File: src/logic/acrt_pkg.sv
// package of offsets, field layouts and reset values for the result and trim registers
`default_nettype none

package acrt_pkg;

  // ****************************************************************
  // register offsets
  // ****************************************************************
  localparam logic [7:0] ACRT_TEMP_CHAN1_RESULT_HIGH = 8'h2C;
  localparam logic [7:0] ACRT_TEMP_CHAN1_RESULT_LOW  = 8'h2D;
  localparam logic [7:0] ACRT_TEMP_CHAN2_RESULT_HIGH = 8'h2E;
  localparam logic [7:0] ACRT_TEMP_CHAN2_RESULT_LOW  = 8'h2F;
  localparam logic [7:0] ACRT_TEMP_CHAN3_RESULT_HIGH = 8'h30;
  localparam logic [7:0] ACRT_TEMP_CHAN3_RESULT_LOW  = 8'h31;
  localparam logic [7:0] ACRT_CHARGE_COUNT_HIGH      = 8'h32;
  localparam logic [7:0] ACRT_CHARGE_COUNT_LOW       = 8'h33;
  localparam logic [7:0] ACRT_GAIN_TRIM_UPPER        = 8'h50;
  localparam logic [7:0] ACRT_OFFSET_TRIM            = 8'h51;
  localparam logic [7:0] ACRT_GAIN_TRIM_LOWER        = 8'h59;

  // ****************************************************************
  // field layouts and widths
  // ****************************************************************
  localparam int         ACRT_TEMP_W      = 14;
  localparam int         ACRT_TEMP_HI_W   = 6;
  localparam int         ACRT_CC_W        = 16;
  localparam int         ACRT_GAIN_W      = 5;
  localparam int         ACRT_OFFSET_W    = 8;
  localparam int         ACRT_GAIN_UP_LSB = 2;
  localparam int         ACRT_GAIN_LO_LSB = 5;
  localparam logic [7:0] ACRT_READ_ZERO   = 8'h00;
  localparam logic [7:0] ACRT_RESULT_RST  = 8'h00;

  // ****************************************************************
  // gain formula constants for the host side, microvolts per step
  // ****************************************************************
  localparam int         ACRT_GAIN_BASE_UV = 365;
  localparam int         ACRT_GAIN_STEP_UV = 1;

endpackage : acrt_pkg

`default_nettype wire

File: src/logic/acrt_result_hold.sv
// one result holding register that defers updates while a read transaction runs
`default_nettype none

module acrt_result_hold
  import acrt_pkg::*;
#(
  parameter int W = 16
) (
  // clock and reset
  input  wire logic         mclk,
  input  wire logic         reset,
  // sample side
  input  wire logic         sample_valid,
  input  wire logic [W-1:0] sample_data,
  // transaction freeze
  input  wire logic         freeze,
  // held value
  output logic      [W-1:0] held
);

  logic [W-1:0] held_reg;
  logic [W-1:0] pend_reg;
  logic         pend_valid_reg;

  assign held = held_reg;

  // a sample arriving during a transaction waits so both bytes stay one sample
  always_ff @(posedge mclk) begin
    if (reset) begin
      held_reg       <= W'(ACRT_RESULT_RST);
      pend_reg       <= W'(ACRT_RESULT_RST);
      pend_valid_reg <= 1'b0;
    end else if (freeze) begin
      if (sample_valid) begin
        pend_reg       <= sample_data;
        pend_valid_reg <= 1'b1;
      end
    end else begin
      // newest sample wins over an older pending one
      if (sample_valid) begin
        held_reg <= sample_data;
      end else if (pend_valid_reg) begin
        held_reg <= pend_reg;
      end
      pend_valid_reg <= 1'b0;
    end
  end

endmodule : acrt_result_hold

`default_nettype wire

File: src/logic/acrt_regs.sv
// read-only result and factory trim register group behind the serial register port
`default_nettype none

module acrt_regs
  import acrt_pkg::*;
(
  // clock and reset
  input  wire logic                     mclk,
  input  wire logic                     reset,
  // register port from the serial front end
  input  wire logic                     reg_txn_active,
  input  wire logic [7:0]               reg_addr,
  input  wire logic                     reg_rd,
  input  wire logic                     reg_wr,
  input  wire logic [7:0]               reg_wdata,
  output logic      [7:0]               reg_rdata,
  output logic                          reg_hit,
  // temperature conversions
  input  wire logic                     temp_chan1_src_die,
  input  wire logic                     temp_chan1_valid,
  input  wire logic [ACRT_TEMP_W-1:0]   temp_chan1_data,
  input  wire logic                     internal_die_temperature_valid,
  input  wire logic [ACRT_TEMP_W-1:0]   internal_die_temperature_data,
  input  wire logic                     temp_chan2_valid,
  input  wire logic [ACRT_TEMP_W-1:0]   temp_chan2_data,
  input  wire logic                     temp_chan3_valid,
  input  wire logic [ACRT_TEMP_W-1:0]   temp_chan3_data,
  // coulomb counter
  input  wire logic                     charge_count_valid,
  input  wire logic [ACRT_CC_W-1:0]     charge_count_data,
  // factory trim fuses
  input  wire logic [ACRT_GAIN_W-1:0]   gain_trim_code_fuse,
  input  wire logic [ACRT_OFFSET_W-1:0] offset_trim_code_fuse
);

  // ****************************************************************
  // result holding
  // ****************************************************************
  logic                     ch1_valid;
  logic [ACRT_TEMP_W-1:0]   ch1_data;
  logic [ACRT_TEMP_W-1:0]   ch1_held;
  logic [ACRT_TEMP_W-1:0]   ch2_held;
  logic [ACRT_TEMP_W-1:0]   ch3_held;
  logic [ACRT_CC_W-1:0]     cc_held;

  // first channel follows whichever source is selected
  assign ch1_valid = temp_chan1_src_die ? internal_die_temperature_valid : temp_chan1_valid;
  assign ch1_data  = temp_chan1_src_die ? internal_die_temperature_data  : temp_chan1_data;

  acrt_result_hold #(.W(ACRT_TEMP_W)) u_ch1 (
    .mclk         (mclk),
    .reset        (reset),
    .sample_valid (ch1_valid),
    .sample_data  (ch1_data),
    .freeze       (reg_txn_active),
    .held         (ch1_held)
  );

  acrt_result_hold #(.W(ACRT_TEMP_W)) u_ch2 (
    .mclk         (mclk),
    .reset        (reset),
    .sample_valid (temp_chan2_valid),
    .sample_data  (temp_chan2_data),
    .freeze       (reg_txn_active),
    .held         (ch2_held)
  );

  acrt_result_hold #(.W(ACRT_TEMP_W)) u_ch3 (
    .mclk         (mclk),
    .reset        (reset),
    .sample_valid (temp_chan3_valid),
    .sample_data  (temp_chan3_data),
    .freeze       (reg_txn_active),
    .held         (ch3_held)
  );

  acrt_result_hold #(.W(ACRT_CC_W)) u_cc (
    .mclk         (mclk),
    .reset        (reset),
    .sample_valid (charge_count_valid),
    .sample_data  (charge_count_data),
    .freeze       (reg_txn_active),
    .held         (cc_held)
  );

  // ****************************************************************
  // trim capture
  // ****************************************************************
  logic                     trim_loaded_reg;
  logic [ACRT_GAIN_W-1:0]   gain_trim_reg;
  logic [ACRT_OFFSET_W-1:0] offset_trim_reg;

  // fuses are caught once after reset release; no write path exists
  always_ff @(posedge mclk) begin
    if (reset) begin
      trim_loaded_reg <= 1'b0;
      gain_trim_reg   <= '0;
      offset_trim_reg <= '0;
    end else if (!trim_loaded_reg) begin
      trim_loaded_reg <= 1'b1;
      gain_trim_reg   <= gain_trim_code_fuse;
      offset_trim_reg <= offset_trim_code_fuse;
    end
  end

  // ****************************************************************
  // read decode
  // ****************************************************************
  logic [7:0] rd_mux;
  logic       rd_hit;

  // unused bits read as zero and unmapped addresses read zero
  always_comb begin
    rd_mux = ACRT_READ_ZERO;
    rd_hit = 1'b1;
    case (reg_addr)
      ACRT_TEMP_CHAN1_RESULT_HIGH: rd_mux = 8'(ch1_held[ACRT_TEMP_W-1:8]);
      ACRT_TEMP_CHAN1_RESULT_LOW:  rd_mux = ch1_held[7:0];
      ACRT_TEMP_CHAN2_RESULT_HIGH: rd_mux = 8'(ch2_held[ACRT_TEMP_W-1:8]);
      ACRT_TEMP_CHAN2_RESULT_LOW:  rd_mux = ch2_held[7:0];
      ACRT_TEMP_CHAN3_RESULT_HIGH: rd_mux = 8'(ch3_held[ACRT_TEMP_W-1:8]);
      ACRT_TEMP_CHAN3_RESULT_LOW:  rd_mux = ch3_held[7:0];
      ACRT_CHARGE_COUNT_HIGH:      rd_mux = cc_held[ACRT_CC_W-1:8];
      ACRT_CHARGE_COUNT_LOW:       rd_mux = cc_held[7:0];
      ACRT_GAIN_TRIM_UPPER:
        rd_mux = 8'({gain_trim_reg[4:3], 2'b00});
      ACRT_OFFSET_TRIM:            rd_mux = offset_trim_reg;
      ACRT_GAIN_TRIM_LOWER:
        rd_mux = {gain_trim_reg[2:0], 5'b00000};
      default: begin
        rd_mux = ACRT_READ_ZERO;
        rd_hit = 1'b0;
      end
    endcase
  end

  // read data is registered; writes are accepted and dropped
  always_ff @(posedge mclk) begin
    if (reset) begin
      reg_rdata <= ACRT_READ_ZERO;
      reg_hit   <= 1'b0;
    end else if (reg_rd) begin
      reg_rdata <= rd_mux;
      reg_hit   <= rd_hit;
    end
  end

  // write strobe and data are deliberately ignored by this group
  logic unused_wr;
  assign unused_wr = reg_wr ^ (^reg_wdata);

endmodule : acrt_regs

`default_nettype wire

File: config.mk
export PLATFORM = sky130hd
export DESIGN_NAME = acrt_regs
export DESIGN_NICKNAME = d
export VERILOG_FILES = /design/src/logic/acrt_pkg.sv /design/src/logic/acrt_result_hold.sv /design/src/logic/acrt_regs.sv
export SDC_FILE = /design/constraint.sdc
export NUM_CORES = 1
export LEC_CHECK = 0
export ABC_AREA = 1
export BUFFER_PORTS_ARGS = -buffer_cell sky130_fd_sc_hd__buf_2
export CORE_UTILIZATION = 60
export CTS_CLUSTER_SIZE = 40
export DETAILED_ROUTE_END_ITERATION = 7
export PLACE_DENSITY = 0.85
export SETUP_SLACK_MARGIN = 0.2
export SLEW_MARGIN = 20
export SYNTH_ARGS = -nofsm -noshare
export SYNTH_HDL_FRONTEND = slang
export SYNTH_SLANG_ARGS = --single-unit
File: constraint.sdc
create_clock -name mclk -period 1.5 [get_ports mclk]
set_input_delay 0.075 -clock mclk [delete_from_list [all_inputs] [get_ports mclk]]
set_output_delay 0.075 -clock mclk [all_outputs]
set_load 0.1 [all_outputs]
### Word level (Yosys, flattened, before mapping)

Cells that the tools add are included.

* equality and inequality tests: 11
* muxes and demuxes: 13
* bitwise logic cells: 1
* reductions and logical operators: 14

Operators with widths (count)
* $mux 14: 7
* $pmux 8 s11: 1
* $eq 8x6->1 const B: 8
* $mux 16: 2
* $eq 8x7->1 const B: 3
* $reduce_and 2->1: 8
* $reduce_or 11->1: 1
* $reduce_bool 2->1: 4
* $mux 1: 3
* $reduce_or 2->1: 1
* $not 1->1: 1

* register bits after elaboration: 143
* input port bits: 112

### Depth between registers and ports, before layout

* word-level depth: 3
* gate-level depth with buffers: 10
* mapped depth without buffers: 9

### By module

A second synthesis with hierarchy kept.

* cells, all modules: 1069
* area total of the unflattened synthesis: 7302.0 um^2

Modules (own cells, without submodules)
* acrt_result_hold at u_ch1 ...: instances 3, cells each 184, area an instance 1303.8 um^2, sequential area each 580.6 um^2
* acrt_regs: instances 1, cells each 305, area an instance 1940.6 um^2, sequential area each 460.4 um^2
* acrt_result_hold at u_cc: instances 1, cells each 212, area an instance 1450.1 um^2, sequential area each 660.6 um^2

### Worst setup path before layout

OpenSTA, ideal clock, no wires.

* path type: register -> register
* start: reg reg_rdata[0] (netlist name)
* end: reg reg_rdata[0]
* data arrival time: 1.226 ns
* required time: 1.431 ns
* path slack: 0.205 ns
* cell stages (with the launch flop): 3
* cell sequence: dfxtp_1 nand2_1 a21oi_2

RTL lines
* end signal: assignment: RTL line acrt_regs.sv:143 `reg_rdata <= rd_mux;`
* end: declaration: RTL line acrt_regs.sv:16 `output logic [7:0] reg_rdata,`

### Worst setup path after layout

* start: in temp_chan3_valid
* end: reg u_ch3.held_reg[11] (netlist: u_ch3.held[11])

* cells in the longest elaborated chain, start to end: 2
* elaborated cells between the ends (all ways): 3
* classes of those cells: mux: 1; reduce/logical: 2

RTL lines
* start: declaration: RTL line acrt_regs.sv:26 `input wire logic temp_chan3_valid,`
* $reduce_bool 2->1 (no source line)
* $reduce_and 2->1 (no source line)
* end signal: assignment: RTL line acrt_result_hold.sv:30 `held_reg <= W'(ACRT_RESULT_RST);`
* end signal: assignment: RTL line acrt_result_hold.sv:41 `held_reg <= sample_data;`
* end signal: assignment: RTL line acrt_result_hold.sv:43 `held_reg <= pend_reg;`
* end: declaration: RTL line acrt_result_hold.sv:21 `logic [W-1:0] held_reg;`

Parallel ways exist; a longest one is shown, timed or not.
A chain may end at the register's enable or synchronous reset.

==> flow_summary.toml <==
[power_and_ir_drop]
internal_power_mw = 7.445
leakagePower_nw = 3.877
power_mw = 10.05
pwr-share-seq = 0.419
p_switching_mw = 2.607
power_density_mw_per_mm2 = 1125
max-vdd-ir-drop_v = 0.0007849
clock_power_share = 0.445
netSwitchingFraction = 0.2593
combPwrFrac = 0.136

[floorplan]
die_w_um = 106.5
start_util = 0.6262
rows = 37
fp.coreArea_sq_mm = 0.01046
dieArea_sq_mm = 0.01134
pin_count = 121
die_y_um = 106.5

[synth]
yosys.area.top_type = "dfxtp_1"
synth-seq-cells = 143
synth_area_sq_mm = 0.006551
synth_area_leaders = "dfxtp_1 44%, nand2_1 12%, o21ai_0 9.5%, nor2_1 8.2%, nand3_1 5.0%"
synth.top_cell.area_share = 0.4370
yosysWarnings = 0
yosysUniqueCellTypes = 27
ys_seq_area_frac = 0.4370
avgSynthCellArea_sq_um = 7.067
synth_cells = 927
syn_nets = 1039

[critical_path]
r2r_slack_ns = 0.25
start_kind = "primary input"
cp.buffers_inverters = 3
r2r_start = "u_ch2.pend_valid_reg"
max_stage_delay_ns = 0.59
r2r_cells = 5
crit_family = "buffers and inverters"
crit_required_ns = 1.94
crit_top_cell = "dlygate4sd3_1"
path_cells = "dlygate4sd3_1, clkbuf_4, nand2_1, dlygate4sd3_1, a31oi_1"
end_kind = "flop"
cp_max_fo = 16
r2r-end = "u_ch2.held[4]"
worstPathArrival_ns = 1.74
crit_type = "primary input to flop"
cp_slowest_cell = "dlygate4sd3_1"

[grt]
grt.busiest_layer = "met2"
antenna_found_initial = 0
grt_use_met1 = 0.4812
grt_pass1_vias = 7407
use_met2 = 0.6572
gr-usage-met3 = 0.07787
grt_overflow = 0
grt_max_degree = 66
grt_use_total = 0.3916
grt_pass1_wl_um = 35140

[cells_and_area]
drive_gt1_frac = 0.1979
final_nets = 1241
fin_util = 0.8540
fin_cells = 1280
area_delta_synth_final_pct = 36.38
num-fill-cells = 573

[clock_network]
cts.clk_slew.worst_paths_ns = 0.06
clk_latency_ns = 0.53
h-tree-depth = 4
cts_sinks = 143
cts-buffers-inserted = 17
cts_tree = "built"
clockBufferDepth = 2
clockRootBuffer = "clkbuf_8"

[routing]
wl_um = 22050
ant_nets = 0
drc = 0
via_count = 7607
wire_per_inst_um = 17.23
vias_per_cell = 5.943
detail_route.first_pass.iterations = 8
first_iter_violations = 919

[worst_hold_path]
whs_path_depth = 5
whs_endpoint = "u_ch1.pend_reg[10]"
min_path_type = "primary input to flop"
worstHoldStart = "internal_die_temperature_data[10]"

[timing]
finalHoldViolCount = 3
fin_skew_ns = 0.007573
holdWs_ns = -0.01797
setup_violations = 0
max_slew.worst_pin.slew_ns = 0.4408
period_minus_slack_ns = 1.295
slew_violations = 0
worst_slew_margin_rel = 0.7055
rsz0062_at_grt = "false"
fmax_mhz = 772.4
fin_crit_sh = 0.8631

[place]
post-dp-hpwl_um = 11500
portBuffers = 111
dp_cells = 1151
gp_congestion = 0.8916

[outcome]
run_status = "complete, but fails checks"
violations = "hold timing"

[run]
cap_violations = 0
final cells by class:
cell class / count / area, sq um / area share
multi-input cells: 671 / 3229 / 0.3614
clock inverters: 12 / 181.4 / 0.02031
inverters: 55 / 206.4 / 0.02311
well taps: 136 / 170.2 / 0.01904
flip-flops and latches: 143 / 2863 / 0.3204
repair buffers: 241 / 1834 / 0.2053
clock buffers: 20 / 445.4 / 0.04985
diodes: 2 / 5.005 / 0.0005601
cell families after synthesis:
kind of cell	Yosys count	synth area share
buf+inv	114	0.08059
flops	143	0.4370
compound gates	243	0.2101
simple gates	427	0.2723
cell usage after synthesis:
library cell,n
and2_0,1
nor2_2,1
a31oi_1,44
a21oi_4,2
buf_6,5
nand3_1,65
clkinv_1,1
nand2_1,201
buf_2,22
o21ai_0,125
o21ai_2,1
nor2_4,9
buf_1,1
nand2_2,5
a21oi_1,43
buf_4,9
a211oi_1,18
nand2_4,2
clkbuf_2,1
nor2_1,143
dfxtp_1,143
clkbuf_1,21
a211oi_2,2
a21oi_2,5
o21ai_1,3
inv_1,46
inv_2,8
cells in the final DEF, fill, tap and decap left out, drive strengths merged:
| cell | count |
|---|---|
| a211oi | 20 |
| a21oi | 51 |
| a31oi | 44 |
| and2 | 1 |
| buf | 149 |
| bufinv | 4 |
| clkbuf | 21 |
| clkinv | 6 |
| clkinvlp | 1 |
| dfxtp | 143 |
| diode | 2 |
| dlygate4sd3 | 91 |
| inv | 56 |
| nand2 | 208 |
| nand3 | 65 |
| nor2 | 153 |
| o21ai | 129 |
worst register-to-register path, cell delays in order, from the launching register on:
cell and delay, ns:
dfxtp_1 0.32, inv_1 0.07, a21oi_4 0.11, buf_4 0.28, o21ai_0 0.14, a31oi_1 0.24
power groups by stage:
stage	logic [mW]	clock network, mW	registers (mW)
final	1.36	4.48	4.21
after global routing	1.48	4.63	4.23
after CTS	1.27	4.47	4.20
after detailed placement	1.03	0	4.27
after global placement	1.01	0	4.27
after floorplan	0.692	0	4.23
layer usage:
| metal | vias up | part of all wire |
|---|---|---|
| met3 | 85 | 0.088 |
| met1 | 3522 | 0.39 |
| met4 | 0 | 0.036 |
| met5 | - | 0 |
| li1 | 3485 | - |
| met2 | 515 | 0.49 |
per-stage QoR:
stage / setup slack [ns] / TNS, ns / area (sq um) / hold WS [ns]
after detailed placement: -0.1916 / -2.122 / 7276 / 0.3359
after floorplan: 0.2055 / 0 / 6551 / 0.2266
after CTS: 0.1660 / 0 / 8940 / 0.003242
after global routing: 0.1935 / 0 / 8930 / 0.01715
final: 0.2054 / 0 / 8935 / -0.01797
after global placement: -0.03966 / -0.6141 / 7276 / 0.3289
how the worst max path moves through the flow:
stage               cells after the start                start              to
floorplan                               2         reg_rdata[0]    reg_rdata[0]
global placement                        4  u_cc.pend_valid_reg   u_cc.held[10]
detailed placement                      4  u_cc.pend_valid_reg    u_cc.held[8]
CTS                                     4  u_cc.pend_valid_reg    u_cc.held[8]
global route                            5     temp_chan3_valid  u_ch3.held[11]
finish                                  5     temp_chan3_valid  u_ch3.held[11]
timing repair:
action | in CTS | in global routing
hold buffers | 99 | 2
pin swaps | 1 | 7
endpoints found under the setup margin | 25 | 33
cloned | 1 | 0
resized for setup | 11 | 13
hold endpoints to repair | 138 | 2
setup buffers | 0 | 3
No activity file was read; power rests on OpenSTA's default activity.
